==> config.mk <==
export PLATFORM = sky130hd
export DESIGN_NAME = sbm_cmd_map
export DESIGN_NICKNAME = d
export VERILOG_FILES = /design/src/pkg/sbm_pkg.sv /design/src/design/sbm_cmd_map.sv
export SDC_FILE = /design/constraint.sdc
export NUM_CORES = 1
export LEC_CHECK = 0
export BUFFER_PORTS_ARGS = -buffer_cell sky130_fd_sc_hd__buf_4
export CORE_UTILIZATION = 35
export DETAILED_ROUTE_END_ITERATION = 10
export GPL_ROUTABILITY_DRIVEN = 0
export GPL_TIMING_DRIVEN = 1
export REMOVE_ABC_BUFFERS = 1
export SYNTH_ARGS = -nofsm -noshare
export SYNTH_HDL_FRONTEND = slang
export SYNTH_SLANG_ARGS = --single-unit
==> constraint.sdc <==
create_clock -name clock -period 3.7 [get_ports clock]
set_input_delay 0.74 -clock clock [delete_from_list [all_inputs] [get_ports clock]]
set_output_delay 0.74 -clock clock [all_outputs]
set_load 0.05 [all_outputs]
==> src/pkg/sbm_pkg.sv <==
// sbm_pkg: command codes, field positions, timing and carrier types
// of the battery command map. Assumes one 100 MHz clock domain.
// Functional notes
// - code 0x1d reads version; password pair written to 0x00 unlocks storage.
// - rate query at 0x04 is a signed current or power for three predictions.
// - code 0x05 reads minutes to full at the rate query current.
// - code 0x06 reads minutes to empty at the rate query value.
// - code 0x07 reads a boolean in the lsb: ten second load capability.
// - rate query zero or positive makes the load check always true.
// - mode bit 14 set stops charging requests going to the charger.
// - mode bit 14 clear sends charging requests whenever charging is wanted.
// - mode bit 15 selects 10 mW/10 mWh units, clear selects mA/mAh.
// - code 0x08 reads pack temperature in tenths of a kelvin.
// - code 0x09 reads pack voltage in millivolts.
// - slave word and block reads and word writes, each with optional CRC-8 check.
// - as bus master only the word write protocol is used.
package sbm_pkg;
  localparam logic [7:0] CMD_ACCESS    = 8'h00;
  localparam logic [7:0] CMD_CAP_ALARM = 8'h01;
  localparam logic [7:0] CMD_TIME_ALRM = 8'h02;
  localparam logic [7:0] CMD_MODE      = 8'h03;
  localparam logic [7:0] CMD_RATE      = 8'h04;
  localparam logic [7:0] CMD_TT_FULL   = 8'h05;
  localparam logic [7:0] CMD_TT_EMPTY  = 8'h06;
  localparam logic [7:0] CMD_RATE_OK   = 8'h07;
  localparam logic [7:0] CMD_TEMP      = 8'h08;
  localparam logic [7:0] CMD_VOLT      = 8'h09;
  localparam logic [7:0] CMD_CURR      = 8'h0a;
  localparam logic [7:0] CMD_AVG_CURR  = 8'h0b;
  localparam logic [7:0] CMD_MAX_ERR   = 8'h0c;
  localparam logic [7:0] CMD_RSOC      = 8'h0d;
  localparam logic [7:0] CMD_ASOC      = 8'h0e;
  localparam logic [7:0] CMD_CAP_LEFT  = 8'h0f;
  localparam logic [7:0] CMD_CAP_FULL  = 8'h10;
  localparam logic [7:0] CMD_RUN_TTE   = 8'h11;
  localparam logic [7:0] CMD_AVG_TTE   = 8'h12;
  localparam logic [7:0] CMD_AVG_TTF   = 8'h13;
  localparam logic [7:0] CMD_CHG_CURR  = 8'h14;
  localparam logic [7:0] CMD_CHG_VOLT  = 8'h15;
  localparam logic [7:0] CMD_STATUS    = 8'h16;
  localparam logic [7:0] CMD_CYCLES    = 8'h17;
  localparam logic [7:0] CMD_DES_CAP   = 8'h18;
  localparam logic [7:0] CMD_DES_VOLT  = 8'h19;
  localparam logic [7:0] CMD_SPEC      = 8'h1a;
  localparam logic [7:0] CMD_DATE      = 8'h1b;
  localparam logic [7:0] CMD_SERIAL    = 8'h1c;
  localparam logic [7:0] CMD_FW_INFO   = 8'h1d;
  localparam logic [7:0] CMD_TXT_MAKER = 8'h20;
  localparam logic [7:0] CMD_TXT_PROD  = 8'h21;
  localparam logic [7:0] CMD_TXT_CHEM  = 8'h22;
  localparam logic [7:0] CMD_MAKER_DAT = 8'h23;
  localparam logic [7:0] CMD_PIN_STATE = 8'h2f;
  localparam logic [7:0] CMD_VEND_LO   = 8'h3c;
  localparam logic [7:0] CMD_VEND_HI   = 8'h3f;

  localparam int MODE_INT_CHG   = 0;
  localparam int MODE_PRI_SUP   = 1;
  localparam int MODE_COND      = 7;
  localparam int MODE_CHG_EN    = 8;
  localparam int MODE_PRIMARY   = 9;
  localparam int MODE_CHG_INHIB = 14;
  localparam int MODE_CAP_POWER = 15;
  localparam logic [15:0] MODE_RESET = 16'h0000;
  localparam logic [15:0] REG_RESET  = 16'h0000;
  localparam logic [15:0] VEND_FILL  = 16'h0000;

  localparam logic [3:0] BIT_LAST  = 4'h7;
  localparam logic [3:0] BIT_ACK   = 4'h8;
  localparam logic [2:0] IDX_ADDR  = 3'h0;
  localparam logic [2:0] IDX_CMD   = 3'h1;
  localparam logic [2:0] IDX_LO    = 3'h2;
  localparam logic [2:0] IDX_HI    = 3'h3;
  localparam logic [2:0] IDX_PEC   = 3'h4;
  localparam logic [2:0] IDX_WORD  = 3'h4;
  localparam logic [2:0] IDX_WPEC  = 3'h5;
  localparam logic [7:0] TEXT_LEN  = 8'h04;
  localparam logic [7:0] CRC_POLY  = 8'h07;
  localparam logic [7:0] FILL_BYTE = 8'hff;

  localparam int CLK_KHZ = 100000;
  localparam int SMB_KHZ = 100;
  localparam int QTR_CYC = CLK_KHZ / (SMB_KHZ * 4);

  typedef struct packed {
    logic [15:0] tt_full, tt_empty, temp, volt, curr, avg_curr;
    logic [15:0] max_err, rsoc, asoc, cap_left, cap_full, run_tte;
    logic [15:0] avg_tte, avg_ttf, chg_curr, chg_volt, status;
    logic [15:0] cycles, des_cap, des_volt, date, serial, pins;
    logic        rate_ok, cond;
  } sbm_meas_t;
endpackage

==> src/design/sbm_cmd_map.sv <==
// sbm_cmd_map: two-wire slave command map plus word-write master
// that pushes charging requests. Pins are open drain; the
// surrounding pad ties each pin low while its _oe is high.
module sbm_cmd_map #(
  parameter logic [6:0]  SLAVE_ADDR  = 7'h0b,
  parameter logic [6:0]  CHARGE_ADDR = 7'h09,
  parameter logic [15:0] FW_VERSION  = 16'h0001, // arbitrary value
  parameter logic [15:0] SPEC_INFO   = 16'h0011, // arbitrary value
  parameter logic [15:0] PW_FIRST    = 16'h1234,
  parameter logic [15:0] PW_SECOND   = 16'h5678,
  parameter logic [31:0] TXT_MAKER   = 32'h41424344, // arbitrary value
  parameter logic [31:0] TXT_PROD    = 32'h50414b31, // arbitrary value
  parameter logic [31:0] TXT_CHEM    = 32'h4e694d48,
  parameter logic [31:0] MAKER_DATA  = 32'h00000000,
  parameter logic        HAS_INT_CHG = 1'b0,
  parameter logic        HAS_PRI_SUP = 1'b0
) (
  input  wire logic              clock,
  input  wire logic              srst,
  input  wire logic              scl_i,
  input  wire logic              sda_i,
  input  wire sbm_pkg::sbm_meas_t meas,
  input  wire logic              charge_push,
  output logic                   scl_o_q,
  output logic                   scl_oe_q,
  output logic                   sda_o_q,
  output logic                   sda_oe_q,
  output logic [15:0]            mode_q,
  output logic [15:0]            rate_q,
  output logic [15:0]            cap_alarm_q,
  output logic [15:0]            time_alarm_q,
  output logic                   unlock_q
);
  import sbm_pkg::*;

  if (QTR_CYC < 2 || QTR_CYC > 511) begin : g_bad_div
    $error("sbm_cmd_map: quarter bit count out of range");
  end
  if (SLAVE_ADDR == CHARGE_ADDR) begin : g_bad_addr
    $error("sbm_cmd_map: own address equals charger address");
  end

  typedef enum logic [1:0] {SL_IDLE, SL_RX, SL_TX, SL_WAIT} sbm_sl_t;
  typedef enum logic [1:0] {M_IDLE, M_START, M_BIT, M_STOP} sbm_ms_t;

  function automatic logic [7:0] crc8(input logic [7:0] c, input logic [7:0] b);
    logic [7:0] r;
    r = c ^ b;
    for (int i = 0; i < 8; i++) begin
      r = r[7] ? ((r << 1) ^ CRC_POLY) : (r << 1);
    end
    return r;
  endfunction

  function automatic logic mapped(input logic [7:0] c);
    return (c <= CMD_FW_INFO) || (c >= CMD_TXT_MAKER && c <= CMD_MAKER_DAT)
        || (c == CMD_PIN_STATE) || (c >= CMD_VEND_LO && c <= CMD_VEND_HI);
  endfunction

  // byte k of a read answer; text codes answer as blocks
  function automatic logic [7:0] tx_byte(input logic [7:0] c, input logic [2:0] k,
      input logic [7:0] crc, input logic [15:0] w, input logic [31:0] t);
    logic blk;
    blk = (c >= CMD_TXT_MAKER && c <= CMD_MAKER_DAT);
    if (blk) begin
      unique case (k)
        3'h0:    return TEXT_LEN;
        3'h1:    return t[31:24];
        3'h2:    return t[23:16];
        3'h3:    return t[15:8];
        3'h4:    return t[7:0];
        3'h5:    return crc;
        default: return FILL_BYTE;
      endcase
    end
    unique case (k)
      3'h0:    return w[7:0];
      3'h1:    return w[15:8];
      3'h2:    return crc;
      default: return FILL_BYTE;
    endcase
  endfunction

  // pin synchronisers: stage 0 feeds stage 1 only
  logic [2:0] scl_s_q, scl_s_d, sda_s_q, sda_s_d;
  logic       scl, sda, scl_rise, scl_fall, start, stop;

  always_comb begin
    scl_s_d = {scl_s_q[1:0], scl_i};
    sda_s_d = {sda_s_q[1:0], sda_i};
  end

  always_ff @(posedge clock) begin
    if (srst) begin
      scl_s_q <= 3'h7;
      sda_s_q <= 3'h7;
    end else begin
      scl_s_q <= scl_s_d;
      sda_s_q <= sda_s_d;
    end
  end

  assign scl      = scl_s_q[1];
  assign sda      = sda_s_q[1];
  assign scl_rise = scl & ~scl_s_q[2];
  assign scl_fall = ~scl & scl_s_q[2];
  assign start    = scl & scl_s_q[2] & ~sda & sda_s_q[2];
  assign stop     = scl & scl_s_q[2] & sda & ~sda_s_q[2];

  // slave engine and register file
  sbm_sl_t     sst_q, sst_d;
  logic [3:0]  bit_q, bit_d;
  logic [2:0]  idx_q, idx_d, tix_q, tix_d, tn;
  logic [7:0]  sh_q, sh_d, tsh_q, tsh_d, crc_q, crc_d, crcp_q, crcp_d;
  logic [7:0]  cmd_q, cmd_d, last_q, last_d, tb;
  logic [15:0] dat_q, dat_d, rd_word, mode_d, rate_d, cap_al_d, time_al_d;
  logic [31:0] txt;
  logic        rd_q, rd_d, drv_q, drv_d, pw_q, pw_d, unlock_d, ack, load_ok;
  logic [15:0] mode_rd;

  // reserved and capability bits are never stored
  always_comb begin
    mode_rd = '0;
    mode_rd[MODE_INT_CHG] = HAS_INT_CHG;
    mode_rd[MODE_PRI_SUP] = HAS_PRI_SUP;
    mode_rd[MODE_COND] = meas.cond;
    mode_rd[MODE_CHG_EN] = mode_q[MODE_CHG_EN];
    mode_rd[MODE_PRIMARY] = mode_q[MODE_PRIMARY];
    mode_rd[MODE_CHG_INHIB] = mode_q[MODE_CHG_INHIB];
    mode_rd[MODE_CAP_POWER] = mode_q[MODE_CAP_POWER];
  end

  always_comb begin
    unique case (cmd_q)
      CMD_ACCESS:    rd_word = FW_VERSION;
      CMD_CAP_ALARM: rd_word = cap_alarm_q;
      CMD_TIME_ALRM: rd_word = time_alarm_q;
      CMD_MODE:      rd_word = mode_rd;
      CMD_RATE:      rd_word = rate_q;
      CMD_TT_FULL:   rd_word = meas.tt_full;
      CMD_TT_EMPTY:  rd_word = meas.tt_empty;
      // a non-negative rate never fails the load check
      CMD_RATE_OK:   rd_word = {15'h0000, ~rate_q[15] | meas.rate_ok};
      CMD_TEMP:      rd_word = meas.temp;
      CMD_VOLT:      rd_word = meas.volt;
      CMD_CURR:      rd_word = meas.curr;
      CMD_AVG_CURR:  rd_word = meas.avg_curr;
      CMD_MAX_ERR:   rd_word = meas.max_err;
      CMD_RSOC:      rd_word = meas.rsoc;
      CMD_ASOC:      rd_word = meas.asoc;
      CMD_CAP_LEFT:  rd_word = meas.cap_left;
      CMD_CAP_FULL:  rd_word = meas.cap_full;
      CMD_RUN_TTE:   rd_word = meas.run_tte;
      CMD_AVG_TTE:   rd_word = meas.avg_tte;
      CMD_AVG_TTF:   rd_word = meas.avg_ttf;
      CMD_CHG_CURR:  rd_word = meas.chg_curr;
      CMD_CHG_VOLT:  rd_word = meas.chg_volt;
      CMD_STATUS:    rd_word = meas.status;
      CMD_CYCLES:    rd_word = meas.cycles;
      CMD_DES_CAP:   rd_word = meas.des_cap;
      CMD_DES_VOLT:  rd_word = meas.des_volt;
      CMD_SPEC:      rd_word = SPEC_INFO;
      CMD_DATE:      rd_word = meas.date;
      CMD_SERIAL:    rd_word = meas.serial;
      CMD_FW_INFO:   rd_word = FW_VERSION;
      CMD_PIN_STATE: rd_word = meas.pins;
      default:       rd_word = VEND_FILL;
    endcase
    unique case (cmd_q)
      CMD_TXT_MAKER: txt = TXT_MAKER;
      CMD_TXT_PROD:  txt = TXT_PROD;
      CMD_TXT_CHEM:  txt = TXT_CHEM;
      default:       txt = MAKER_DATA;
    endcase
  end

  always_comb begin
    sst_d = sst_q; bit_d = bit_q; idx_d = idx_q; tix_d = tix_q;
    sh_d = sh_q; tsh_d = tsh_q; crc_d = crc_q; crcp_d = crcp_q;
    cmd_d = cmd_q; dat_d = dat_q; last_d = last_q; rd_d = rd_q;
    drv_d = drv_q; pw_d = pw_q; unlock_d = unlock_q; mode_d = mode_q;
    rate_d = rate_q; cap_al_d = cap_alarm_q; time_al_d = time_alarm_q;
    ack = 1'b0;
    tn = (tix_q == 3'h7) ? tix_q : tix_q + 3'h1;
    tb = tx_byte(cmd_q, 3'h0, crc_q, rd_word, txt);
    // a pec byte is optional; a wrong one drops the write
    load_ok = (idx_q == IDX_WORD) || (idx_q == IDX_WPEC && last_q == crcp_q);
    if (scl_rise) sh_d = {sh_q[6:0], sda};
    if (start) begin
      // the first fall after a start ends no bit: all ones wraps to zero there
      sst_d = SL_RX; bit_d = '1; idx_d = IDX_ADDR; drv_d = 1'b0;
    end else if (stop) begin
      if (sst_q != SL_IDLE && !rd_q && load_ok) begin
        unique case (cmd_q)
          CMD_ACCESS: begin
            pw_d = (dat_q == PW_FIRST);
            unlock_d = (pw_q && dat_q == PW_SECOND) || (unlock_q && dat_q == PW_FIRST);
          end
          CMD_CAP_ALARM: cap_al_d = dat_q;
          CMD_TIME_ALRM: time_al_d = dat_q;
          CMD_MODE: begin
            mode_d[MODE_CHG_EN] = dat_q[MODE_CHG_EN] & HAS_INT_CHG;
            mode_d[MODE_PRIMARY] = dat_q[MODE_PRIMARY] & HAS_PRI_SUP;
            mode_d[MODE_CHG_INHIB] = dat_q[MODE_CHG_INHIB];
            mode_d[MODE_CAP_POWER] = dat_q[MODE_CAP_POWER];
          end
          CMD_RATE: rate_d = dat_q;
          default: ;
        endcase
      end
      sst_d = SL_IDLE; drv_d = 1'b0; crc_d = '0; rd_d = 1'b0;
    end else if (scl_fall) begin
      unique case (sst_q)
        SL_RX: begin
          if (bit_q == BIT_ACK) begin
            drv_d = 1'b0; bit_d = '0;
            if (rd_q) begin
              sst_d = SL_TX; tix_d = '0; tsh_d = tb;
              crc_d = crc8(crc_q, tb); drv_d = ~tb[7];
            end
          end else if (bit_q == BIT_LAST) begin
            crcp_d = crc_q; crc_d = crc8(crc_q, sh_q);
            idx_d = (idx_q == IDX_WPEC) ? idx_q : idx_q + 3'h1;
            unique case (idx_q)
              IDX_ADDR: begin ack = (sh_q[7:1] == SLAVE_ADDR); rd_d = sh_q[0]; end
              IDX_CMD:  begin ack = mapped(sh_q); cmd_d = sh_q; end
              IDX_LO:   begin ack = 1'b1; dat_d[7:0] = sh_q; end
              IDX_HI:   begin ack = 1'b1; dat_d[15:8] = sh_q; end
              default:  begin ack = 1'b1; last_d = sh_q; end
            endcase
            if (ack) begin
              drv_d = 1'b1; bit_d = BIT_ACK;
            end else sst_d = SL_WAIT;
          end else bit_d = bit_q + 4'h1;
        end
        SL_TX: begin
          if (bit_q == BIT_ACK) begin
            bit_d = '0;
            if (sh_q[0]) begin
              sst_d = SL_WAIT; drv_d = 1'b0;
            end else begin
              tb = tx_byte(cmd_q, tn, crc_q, rd_word, txt);
              tix_d = tn; tsh_d = tb; crc_d = crc8(crc_q, tb); drv_d = ~tb[7];
            end
          end else if (bit_q == BIT_LAST) begin
            drv_d = 1'b0; bit_d = BIT_ACK;
          end else begin
            bit_d = bit_q + 4'h1; tsh_d = {tsh_q[6:0], 1'b0}; drv_d = ~tsh_q[6];
          end
        end
        default: ;
      endcase
    end
  end

  always_ff @(posedge clock) begin
    if (srst) begin
      sst_q <= SL_IDLE; bit_q <= '0; idx_q <= '0; tix_q <= '0;
      sh_q <= '0; tsh_q <= '0; crc_q <= '0; crcp_q <= '0;
      cmd_q <= '0; dat_q <= '0; last_q <= '0; rd_q <= 1'b0;
      drv_q <= 1'b0; pw_q <= 1'b0; unlock_q <= 1'b0; mode_q <= MODE_RESET;
      rate_q <= REG_RESET; cap_alarm_q <= REG_RESET; time_alarm_q <= REG_RESET;
    end else begin
      sst_q <= sst_d; bit_q <= bit_d; idx_q <= idx_d; tix_q <= tix_d;
      sh_q <= sh_d; tsh_q <= tsh_d; crc_q <= crc_d; crcp_q <= crcp_d;
      cmd_q <= cmd_d; dat_q <= dat_d; last_q <= last_d; rd_q <= rd_d;
      drv_q <= drv_d; pw_q <= pw_d; unlock_q <= unlock_d; mode_q <= mode_d;
      rate_q <= rate_d; cap_alarm_q <= cap_al_d; time_alarm_q <= time_al_d;
    end
  end

  // master: word writes of charge current then voltage
  sbm_ms_t    mst_q, mst_d;
  logic [1:0] q_q, q_d, mby_q, mby_d, pend_q, pend_d;
  logic [3:0] mbit_q, mbit_d;
  logic [8:0] div_q, div_d;
  logic       msda_q, msda_d, mscl_q, mscl_d, tick;
  logic [7:0] mb;
  logic [15:0] mword;

  assign tick = (div_q == 9'(QTR_CYC - 1));

  always_comb begin
    mst_d = mst_q; q_d = q_q; mby_d = mby_q; pend_d = pend_q;
    mbit_d = mbit_q; msda_d = msda_q; mscl_d = mscl_q;
    div_d = (mst_q == M_IDLE || tick) ? '0 : div_q + 9'h001;
    mword = pend_q[0] ? meas.chg_curr : meas.chg_volt;
    unique case (mby_q)
      2'h0: mb = {CHARGE_ADDR, 1'b0};
      2'h1: mb = pend_q[0] ? CMD_CHG_CURR : CMD_CHG_VOLT;
      2'h2: mb = mword[7:0];
      2'h3: mb = mword[15:8];
    endcase
    unique case (mst_q)
      M_IDLE: if (pend_q != 2'h0 && sst_q == SL_IDLE && scl && sda) begin
        mst_d = M_START; q_d = '0; mby_d = '0; mbit_d = '0;
      end
      M_START: if (tick) begin
        q_d = q_q + 2'h1;
        if (q_q == 2'h0) msda_d = 1'b1;
        if (q_q == 2'h1) begin
          mscl_d = 1'b1; mst_d = M_BIT; q_d = '0;
        end
      end
      M_BIT: if (tick) begin
        unique case (q_q)
          2'h0: begin
            msda_d = (mbit_q == BIT_ACK) ? 1'b0 : ~mb[3'h7 - mbit_q[2:0]];
            q_d = 2'h1;
          end
          2'h1: begin mscl_d = 1'b0; q_d = 2'h2; end
          // wait here while the slave stretches the clock
          2'h2: if (scl) begin
            q_d = 2'h3;
            if (mbit_q != BIT_ACK && !msda_q && !sda) begin
              mst_d = M_IDLE; msda_d = 1'b0; mscl_d = 1'b0;
            end else if (mbit_q == BIT_ACK && sda) mby_d = 2'h3;
          end
          2'h3: begin
            mscl_d = 1'b1; q_d = 2'h0;
            if (mbit_q == BIT_ACK) begin
              mbit_d = '0;
              if (mby_q == 2'h3) mst_d = M_STOP;
              else mby_d = mby_q + 2'h1;
            end else mbit_d = mbit_q + 4'h1;
          end
        endcase
      end
      M_STOP: if (tick) begin
        q_d = q_q + 2'h1;
        unique case (q_q)
          2'h0: msda_d = 1'b1;
          2'h1: mscl_d = 1'b0;
          2'h2: if (scl) msda_d = 1'b0;
              else q_d = q_q;
          2'h3: begin
            mst_d = M_IDLE;
            pend_d = pend_q[0] ? {pend_q[1], 1'b0} : 2'h0;
          end
        endcase
      end
    endcase
    if (charge_push && !mode_q[MODE_CHG_INHIB]) pend_d = 2'h3;
    if (mode_q[MODE_CHG_INHIB]) pend_d = 2'h0;
  end

  always_ff @(posedge clock) begin
    if (srst) begin
      mst_q <= M_IDLE; q_q <= '0; mby_q <= '0; pend_q <= '0;
      mbit_q <= '0; div_q <= '0; msda_q <= 1'b0; mscl_q <= 1'b0;
      scl_o_q <= 1'b0; sda_o_q <= 1'b0; scl_oe_q <= 1'b0; sda_oe_q <= 1'b0;
    end else begin
      mst_q <= mst_d; q_q <= q_d; mby_q <= mby_d; pend_q <= pend_d;
      mbit_q <= mbit_d; div_q <= div_d; msda_q <= msda_d; mscl_q <= mscl_d;
      scl_o_q <= 1'b0; sda_o_q <= 1'b0;
      scl_oe_q <= mscl_d;
      sda_oe_q <= drv_d | msda_d;
    end
  end
endmodule

# [Word-level counts from Yosys, hierarchy flattened]
# Index checks and enable logic that the tools add are counted.
# Widths: inputs -> output; s select.
[totals] regBits=159 in_bits=375 out_inout_bits=69 wordCells=458
[op_classes] n_addsub=8 order_cmp=8 eq_ne=106 muxes=173 bitwise=50 n_reduce_logical=80
[op_table] op="$pmux 16 s30" count=1
[op_table] op="$mux 8" count=17
[op_table] op="$eq 8x5->1 const B" count=14
[op_table] op="$pmux 31 s3" count=1
[op_table] op="$mux 3" count=29
[op_table] op="$not 3->3" count=24
[op_table] op="$mux 2" count=35
[op_table] op="$eq 8x4->1 const B" count=8
[op_table] op="$mux 1" count=49
[op_table] op="$reduce_and 7->1" count=7
[op_table] op="$mux 4" count=12
[op_table] op="$ne 3x3->1 const B" count=16
[op_table] op="$pmux 8 s6" count=1
[op_table] op="$eq 8x6->1 const B" count=5
[op_table] op="$mux 7" count=5
[op_table] op="$eq 8x3->1 const B" count=4
[op_table] op="$pmux 8 s4" count=1
[op_table] op="$reduce_and 4->1" count=8
[op_table] op="$ne 2x2->1 const B" count=13
[op_table] op="$ge 8x6->1 const B" count=3
[op_table] op="$le 8x6->1 const B" count=3
[op_table] op="$ne 4x4->1 const B" count=6
[op_table] op="$pmux 2 s4" count=3
[op_table] op="$pmux 8 s3" count=1
[op_table] op="other kinds (53)" count=159

# [Depth between registers and ports, before layout]
# Gate-level depths: netlist of the first run.
[logic_depth] depth_word=38 mapped_depth=16 depth_no_buf=13

# [Least setup slack after synthesis of the first run]
# Ideal clock, no wire load.
[synth_timing] path_type="input -> register" from="input meas[148] (netlist name)" to="register crc_q[2]" setup_time_ps=120 arrival_time_ps=3136 t_required_ps=3580 setup_slack_ps=445 path_stages=11 path_buffers=0 cell_sequence="mux4_2 -> nand3_1 -> o41ai_1 -> a2111o_1 -> nor3_4 -> xor2_2 -> xnor3_1 -> o21ai_2 -> xor2_1 -> a21o_1 -> a211o_1"
[synth_via] elab_chain_cells=20 elab_cells_between_ends=29 classes_between="mux: 23; bitwise: 6"
[synth_lines] item="start, declared" line_no="sbm_cmd_map.sv:22" rtl="input wire sbm_pkg::sbm_meas_t meas,"
[synth_lines] item="$pmux 16 s30 *" line_no="sbm_cmd_map.sv:134" rtl="unique case (cmd_q)"
[synth_lines] item="$pmux 8 s3" line_no="sbm_cmd_map.sv:76" rtl="unique case (k)"
[synth_lines] item="$mux 8" line_no="sbm_cmd_map.sv:76"
[synth_lines] item="$mux 8" line_no="sbm_cmd_map.sv:239" rtl="if (sh_q[0]) begin"
[synth_lines] item="$mux 8" line_no="sbm_cmd_map.sv:237" rtl="if (bit_q == BIT_ACK) begin"
[synth_lines] item="$mux 8" line_no="sbm_cmd_map.sv:213" rtl="unique case (sst_q)"
[synth_lines] item="$mux 8" line_no="sbm_cmd_map.sv:212" rtl="end else if (scl_fall) begin"
[synth_lines] item="$mux 8" line_no="sbm_cmd_map.sv:192" rtl="end else if (stop) begin"
[synth_lines] item="(+4 left out)"
[synth_lines] item="$mux 3" line_no="sbm_cmd_map.sv:50" rtl="r = r[7] ? ((r << 1) ^ CRC_POLY) : (r << 1);"
[synth_lines] item="$not 3->3 (no line)"
[synth_lines] item="$mux 3" line_no="sbm_cmd_map.sv:50"
[synth_lines] item="$mux 8" line_no="sbm_cmd_map.sv:239"
[synth_lines] item="$mux 8" line_no="sbm_cmd_map.sv:237"
[synth_lines] item="$pmux 8 s2 *" line_no="sbm_cmd_map.sv:213"
[synth_lines] item="$mux 8 *" line_no="sbm_cmd_map.sv:212"
[synth_lines] item="$mux 8 *" line_no="sbm_cmd_map.sv:192"
[synth_lines] item="end signal, assigned" line_no="sbm_cmd_map.sv:259" rtl="sh_q <= '0; tsh_q <= '0; crc_q <= '0; crcp_q <= '0;"
[synth_lines] item="end signal, assigned" line_no="sbm_cmd_map.sv:265" rtl="sh_q <= sh_d; tsh_q <= tsh_d; crc_q <= crc_d; crcp_q <= crcp_d;"
[synth_lines] item="end, declared" line_no="sbm_cmd_map.sv:114" rtl="logic [7:0] sh_q, sh_d, tsh_q, tsh_d, crc_q, crc_d, crcp_q, crcp_d;"
# Every way passes the cells marked *; elsewhere a longest branch is shown, timed or not. The select of a mux whose other input is x is not followed.
# A chain may end at the register's enable or synchronous reset.

# [Worst setup path in the final report of the first run]
[layout_timing] from="register cmd_q[1]" to="register crc_q[7]"
[layout_via] elab_chain_cells=27 elab_cells_between_ends=77 classes_between="order compare: 2; eq/ne: 33; mux: 33; bitwise: 6; reduce/logical: 3"
[layout_lines] item="start, declared" line_no="sbm_cmd_map.sv:115" rtl="logic [7:0] cmd_q, cmd_d, last_q, last_d, tb;"
[layout_lines] item="start signal, assigned" line_no="sbm_cmd_map.sv:266" rtl="cmd_q <= cmd_d; dat_q <= dat_d; last_q <= last_d; rd_q <= rd_d;"
[layout_lines] item="$ge 8x6->1 / $le 8x6->1 (equally long branches)" line_no="sbm_cmd_map.sv:64" rtl="blk = (c >= CMD_TXT_MAKER && c <= CMD_MAKER_DAT);"
[layout_lines] item="$logic_and 1x1->1" line_no="sbm_cmd_map.sv:64"
[layout_lines] item="$mux 1" line_no="sbm_cmd_map.sv:65" rtl="if (blk) begin"
[layout_lines] item="$mux 1" line_no="sbm_cmd_map.sv:239"
[layout_lines] item="$mux 1" line_no="sbm_cmd_map.sv:237"
[layout_lines] item="$mux 1" line_no="sbm_cmd_map.sv:213"
[layout_lines] item="$mux 1" line_no="sbm_cmd_map.sv:212"
[layout_lines] item="$mux 1" line_no="sbm_cmd_map.sv:192"
[layout_lines] item="(+11 left out)"
[layout_lines] item="$mux 3" line_no="sbm_cmd_map.sv:50"
[layout_lines] item="$not 3->3 (no line)"
[layout_lines] item="$mux 3" line_no="sbm_cmd_map.sv:50"
[layout_lines] item="$mux 8" line_no="sbm_cmd_map.sv:239"
[layout_lines] item="$mux 8" line_no="sbm_cmd_map.sv:237"
[layout_lines] item="$pmux 8 s2 *" line_no="sbm_cmd_map.sv:213"
[layout_lines] item="$mux 8 *" line_no="sbm_cmd_map.sv:212"
[layout_lines] item="$mux 8 *" line_no="sbm_cmd_map.sv:192"
# Marked as above.

==> impl_metrics.tcl, run 1 <==
set metrics [dict create \
    dr.first_iter.drc_count 2152 \
    setup_slack_ps -9.19 \
    setup_viol 2 \
    grt_max_degree 64 \
    r2r_slack_ps -9 \
    max-slew-margin-rel 0.427 \
    leakagePower_nw 7.32 \
    vdd_ir_drop_max_v 0.000391 \
    cts_root_buf "clkbuf_16" \
    cts.sinks 159 \
    rr_startpoint "cmd_q[1]" \
    clk-insertion-delay-late_ps 440 \
    syn_avg_cell_area_sq_um 7.94 \
    violations "setup timing" \
    via_per_inst 6.27 \
    cap_violations 0 \
    netlist.area_leader.share 0.240 \
    cpMostUsedCell "buf_4" \
    drcViolationCount 0 \
    cp_num_cells 13 \
    grt_pass1_wl_um 108000 \
    overflow 0 \
    netlist_instances 1670 \
    holdBufCountCts 0 \
    cts-htree-levels 4 \
    fin_area_sq_um 18400 \
    synth-seq-area-share 0.240 \
    wl_per_cell_um 28.7 \
    dieArea_sq_um 38700 \
    hpwl_um 61400 \
    drive_gt1_frac 0.345 \
    clkSlewWorstSetupHoldPaths_ps 70 \
    crit_path_top_delay_cell "dfxtp_4" \
    switching_power_mw 1.38 \
    syn2layout_area_growth_pct 38.9 \
    critPathArrivalTime_ps 4020 \
    synth_area_leaders "dfxtp_1, mux2i_1, nand2_1, a21oi_1, nor2_1" \
    critPathLaunchType "register" \
    critical_path.endpoint "crc_q[7]" \
    synth-edff-count 0 \
    final_hold_viol_count 0 \
    startpoint "cmd_q[1]" \
    antenna_found_initial 4 \
    reg2reg_depth 13 \
    chipWidth_um 197 \
    tritoncts "done" \
    place_area_sq_um 17700 \
    criticalPathCategory "reg -> reg" \
    die_h_um 197 \
    synth_most_common_cell "nand2_1" \
    core-area_sq_um 37000 \
    fin_setup_tns_ps -16.1 \
    pwr-share-comb 0.213 \
    numCtsBuffers 17 \
    hold_path.class "reg -> reg" \
    ant_nets 0 \
    grt_pass1_vias 15700 \
    end_kind "register" \
    path_buf_inv 4 \
    wl_um 76200 \
    ys_warn_count 0 \
    p_int_mw 3.27 \
    cp.required_ps 4010 \
    timing.final.crit_share 1.00 \
    clk_path_buf_depth 2 \
    ys_ff_latch 159 \
    crit_fanout 23 \
    sw_frac_of_total 0.297 \
    synth_top_area_cell "dfxtp_1" \
    fin_nets 2537 \
    rsz0062_at_grt "yes" \
    netlist_top_cells_count "nand2_1, dfxtp_1, nor2_1, a21oi_1, nand3_1" \
    crit_path_cell_trace "buf_4 > buf_4 > and3b_1 > o211ai_1 > nand4_1 > nor4_2 > buf_4 > o2111a_2 > inv_1 > a211oi_4 > xor2_2 > xor2_1 > a221o_1" \
    ys_async_sr_fraction 0 \
    cpPeakStageDelay_ps 590 \
    grt_usage 0.382 \
    initial_core_util 0.359 \
    num_io_pins 444 \
    synth_flop_cell "dfxtp_1" \
    drt_pass1_iterations 6 \
    syn_area_sq_um 13300 \
    p_clk_frac 0.392 \
    seqPwrFrac 0.395 \
    num_vias 16600 \
    post-place-ws_ps -264 \
    power_mw 4.65 \
    drv_slew 0 \
    tightest_slew_ps 846 \
    power_density_nw_per_um2 252 \
    clock_skew_ps 18.8 \
    fin_crit_ps 3710 \
    fmax_ghz 0.270 \
    fillers 3654 \
    rows 70 \
    cp_top_family "compound AO/OA/AOI/OAI gates" \
    synth.distinct_cells 111 \
    portBuffers 427 \
    timing.rr.end "crc_q[7]" \
    status "finished with violations" \
]
area by class of cell:
class	instances	area [sq um]	area share
Antenna cell	2	5.00	0.000272
Clock buffer	21	470	0.0255
Clock inverter	10	128	0.00692
Inverter	32	120	0.00652
Multi-Input combinational cell	1333	9240	0.501
Sequential cell	159	3200	0.173
Tap cell	504	631	0.0342
Timing Repair Buffer	592	4640	0.252
cell families after synthesis:
kind of cell | count (synthesis) | synth area share
flip-flops | 159 | 0.240
AO/OA/AOI/OAI | 454 | 0.246
AND/OR/NAND/NOR | 632 | 0.246
multiplexers | 122 | 0.101
buffers and inverters | 193 | 0.0796
XOR/XNOR | 82 | 0.0611
adder cells (fa/ha/maj) | 27 | 0.0255
other | 1 | 0.000283
placed cells by master, fill, tap and decap left out, drive strengths merged, types with 31 or more instances in the layout:
cell type / instances
mux2i: 84
and3: 31
mux2: 32
buf: 592
xnor2: 55
nor2: 156
nand2: 175
a21oi: 117
nand3: 103
a22oi: 53
o21ai: 45
inv: 34
dfxtp: 159
registers in the layout, indices dropped and copies added (netlist names), 9 cells and up:
name,count
cap_alarm_q,16
div_q,9
rate_q,16
time_alarm_q,16
dat_q,16
metal layers:
metal  global-route usage  wire length, um  share of wire
met1                0.462            28300           0.37
met2                0.581            32600           0.43
met3                0.112             9310           0.12
met4                0.265             6040          0.079
met5                    0               16        0.00021
metrics by stage:
step / hold slack, ps / instances / utilization
floorplan: 389 / 1524 / -
global placement: 394 / 2619 / 0.478
detailed placement: 393 / 2619 / 0.478
CTS: 409 / 2651 / 0.496
global route: 421 / 2652 / 0.499
finish: 408 / 2653 / 0.499
power groups by stage:
stage / clock [mW] / sequential, mW / combinational [mW]
4_1_cts: 1.84 / 1.83 / 0.968
6_report: 1.82 / 1.84 / 0.988
2_1_floorplan: 0 / 1.89 / 0.381
3_5_place_dp: 0 / 1.87 / 0.961
5_1_grt: 1.91 / 1.85 / 1.05
3_3_place_gp: 0 / 1.87 / 0.955
what timing repair did:
item                                    CTS  global route
endpoints found under the hold margin     0             0
endpoints found under the setup margin    6             9
pin swaps                                 0             2
setup buffers                             1             0
gates resized for setup                   6            22
worst min-delay path by stage:
stage	start	cells after the start	slack, ps	end
final	scl_s_q[0]	1	410	scl_s_q[1]
after CTS	scl_s_q[0]	1	410	scl_s_q[1]
after detailed placement	scl_s_q[0]	1	390	scl_s_q[1]
after global routing	scl_s_q[0]	1	420	scl_s_q[1]
after floorplan	scl_s_q[0]	1	390	scl_s_q[1]
after global placement	sda_s_q[0]	1	390	sda_s_q[1]
Power figures use the tool's default switching activity.
==> run 2: changes to the inputs <==
- SKIP_CTS_REPAIR_TIMING: not set -> 1
==> run 2 against run 1 <==
The flow still finishes with violations (setup timing); flip-flop and latch count unchanged; total power barely moved; first-iteration DRC count barely moved; maximum frequency barely moved; sequential share of layout area is essentially flat; critical path type unchanged.
==> impl_metrics.tcl, run 2 (same netlist as run 1, synthesis figures left out) <==
set metrics [dict create \
    overflow 0 \
    layout_common_cells "buf_4, nand2_1, dfxtp_1" \
    cp.required_ps 4020 \
    leakagePower_nw 7.32 \
    cts_root_buf "clkbuf_16" \
    clkSlewWorstSetupHoldPaths_ps 70 \
    pwr-share-comb 0.212 \
    wl_per_cell_um 28.7 \
    crit_fanout 13 \
    sw_frac_of_total 0.297 \
    switching_power_mw 1.38 \
    fin_nets 2541 \
    setup_viol 1 \
    violations "setup timing" \
    criticalPathCategory "reg -> reg" \
    hold_path.class "reg -> reg" \
    drive_gt1_frac 0.344 \
    tritoncts "done" \
    vdd_ir_drop_max_v 0.000393 \
    setup_slack_ps -9.71 \
    post-place-ws_ps -264 \
    drcViolationCount 0 \
    antenna_found_initial 3 \
    end_kind "register" \
    clock_skew_ps 13.1 \
    fmax_ghz 0.270 \
    portBuffers 427 \
    syn2layout_area_growth_pct 39.2 \
    p_int_mw 3.27 \
    seqPwrFrac 0.395 \
    fillers 3653 \
    via_per_inst 6.22 \
    tightest_slew_ps 865 \
    drv_slew 0 \
    num_io_pins 444 \
    drt_pass1_iterations 10 \
    max-slew-margin-rel 0.414 \
    chipWidth_um 197 \
    dieArea_sq_um 38700 \
    grt_usage 0.381 \
    fin_crit_ps 3710 \
    num_vias 16500 \
    timing.final.crit_share 1.00 \
    critPathLaunchType "register" \
    die_h_um 197 \
    p_clk_frac 0.392 \
    grt_max_degree 64 \
    cap_violations 0 \
    status "finished with violations" \
    clk_path_buf_depth 2 \
    ant_nets 0 \
    cts.sinks 159 \
    hpwl_um 61400 \
    critPathArrivalTime_ps 4030 \
    rows 70 \
    grt_pass1_vias 15800 \
    fin_setup_tns_ps -9.71 \
    initial_core_util 0.359 \
    layout_commonest_cell "buf_4" \
    dr.first_iter.drc_count 2153 \
    clk-insertion-delay-late_ps 430 \
    core-area_sq_um 37000 \
    grt_pass1_wl_um 108000 \
    wl_um 76300 \
    power_density_nw_per_um2 252 \
    final_hold_viol_count 0 \
    cts-htree-levels 4 \
    numCtsBuffers 17 \
]
==> run 2: cell types whose count changed in the layout (fill, tap and decap cells not counted), sizes merged <==
cell	before	now
buf	592	596
diode	2	3
==> run 2: final timing paths <==
check	startpoint	end	slack (ps)	cells past startpoint
min	scl_s_q[0]	scl_s_q[1]	410	1
min reg2reg	scl_s_q[0]	scl_s_q[1]	410	1
max	cmd_q[1]	crc_q[7]	-10	13
max reg2reg	cmd_q[1]	crc_q[7]	-10	13
==> run 2: final cells by class <==
type / count / area (sq um) / share of cell area
clock buffer: 21 / 470 / 0.0255
sequential: 159 / 3190 / 0.173
antenna: 3 / 7.51 / 0.000407
clock inverter: 10 / 128 / 0.00691
inverter: 32 / 120 / 0.00650
multi-input combinational: 1333 / 9250 / 0.501
timing repair buffer: 596 / 4670 / 0.253
tap: 504 / 631 / 0.0342
==> run 2: per-stage QoR <==
stage | hold slack, ps | cell area, sq um | std cells | power [mW] | util
2_1_floorplan | 389 | 12400 | 1524 | 2.27 | -
3_3_place_gp | 394 | 17700 | 2619 | 2.83 | 0.478
3_5_place_dp | 393 | 17700 | 2619 | 2.83 | 0.478
4_1_cts | 409 | 18300 | 2650 | 4.64 | 0.495
5_1_grt | 421 | 18500 | 2655 | 4.81 | 0.499
6_report | 408 | 18500 | 2658 | 4.65 | 0.500
==> run 2: worst max-delay path, stage by stage, from the launching register on <==
cell	delay, ps
dfxtp_4	530
buf_4	230
buf_4	150
and3b_1	190
o211ai_1	180
nand4_1	270
nor4_2	360
buf_4	200
o2111a_2	220
inv_1	70
a211oi_2	410
xor2_2	310
xor2_1	140
a221o_1	310
==> run 2: per-layer routing <==
layer,global-route usage,vias up,routed length [um],part of all wire
met2,0.583,1246,32400,0.42
li1,-,7144,-,-
met1,0.461,7815,28300,0.37
met4,0.252,0,6170,0.081
met3,0.116,323,9410,0.12
met5,0,-,0,0
==> run 2: power groups by stage <==
stage,clock [mW],combinational (mW),sequential [mW]
after floorplan,0,0.381,1.89
after global placement,0,0.955,1.87
after detailed placement,0,0.961,1.87
after CTS,1.84,0.967,1.83
after global routing,1.91,1.05,1.85
final,1.82,0.988,1.84
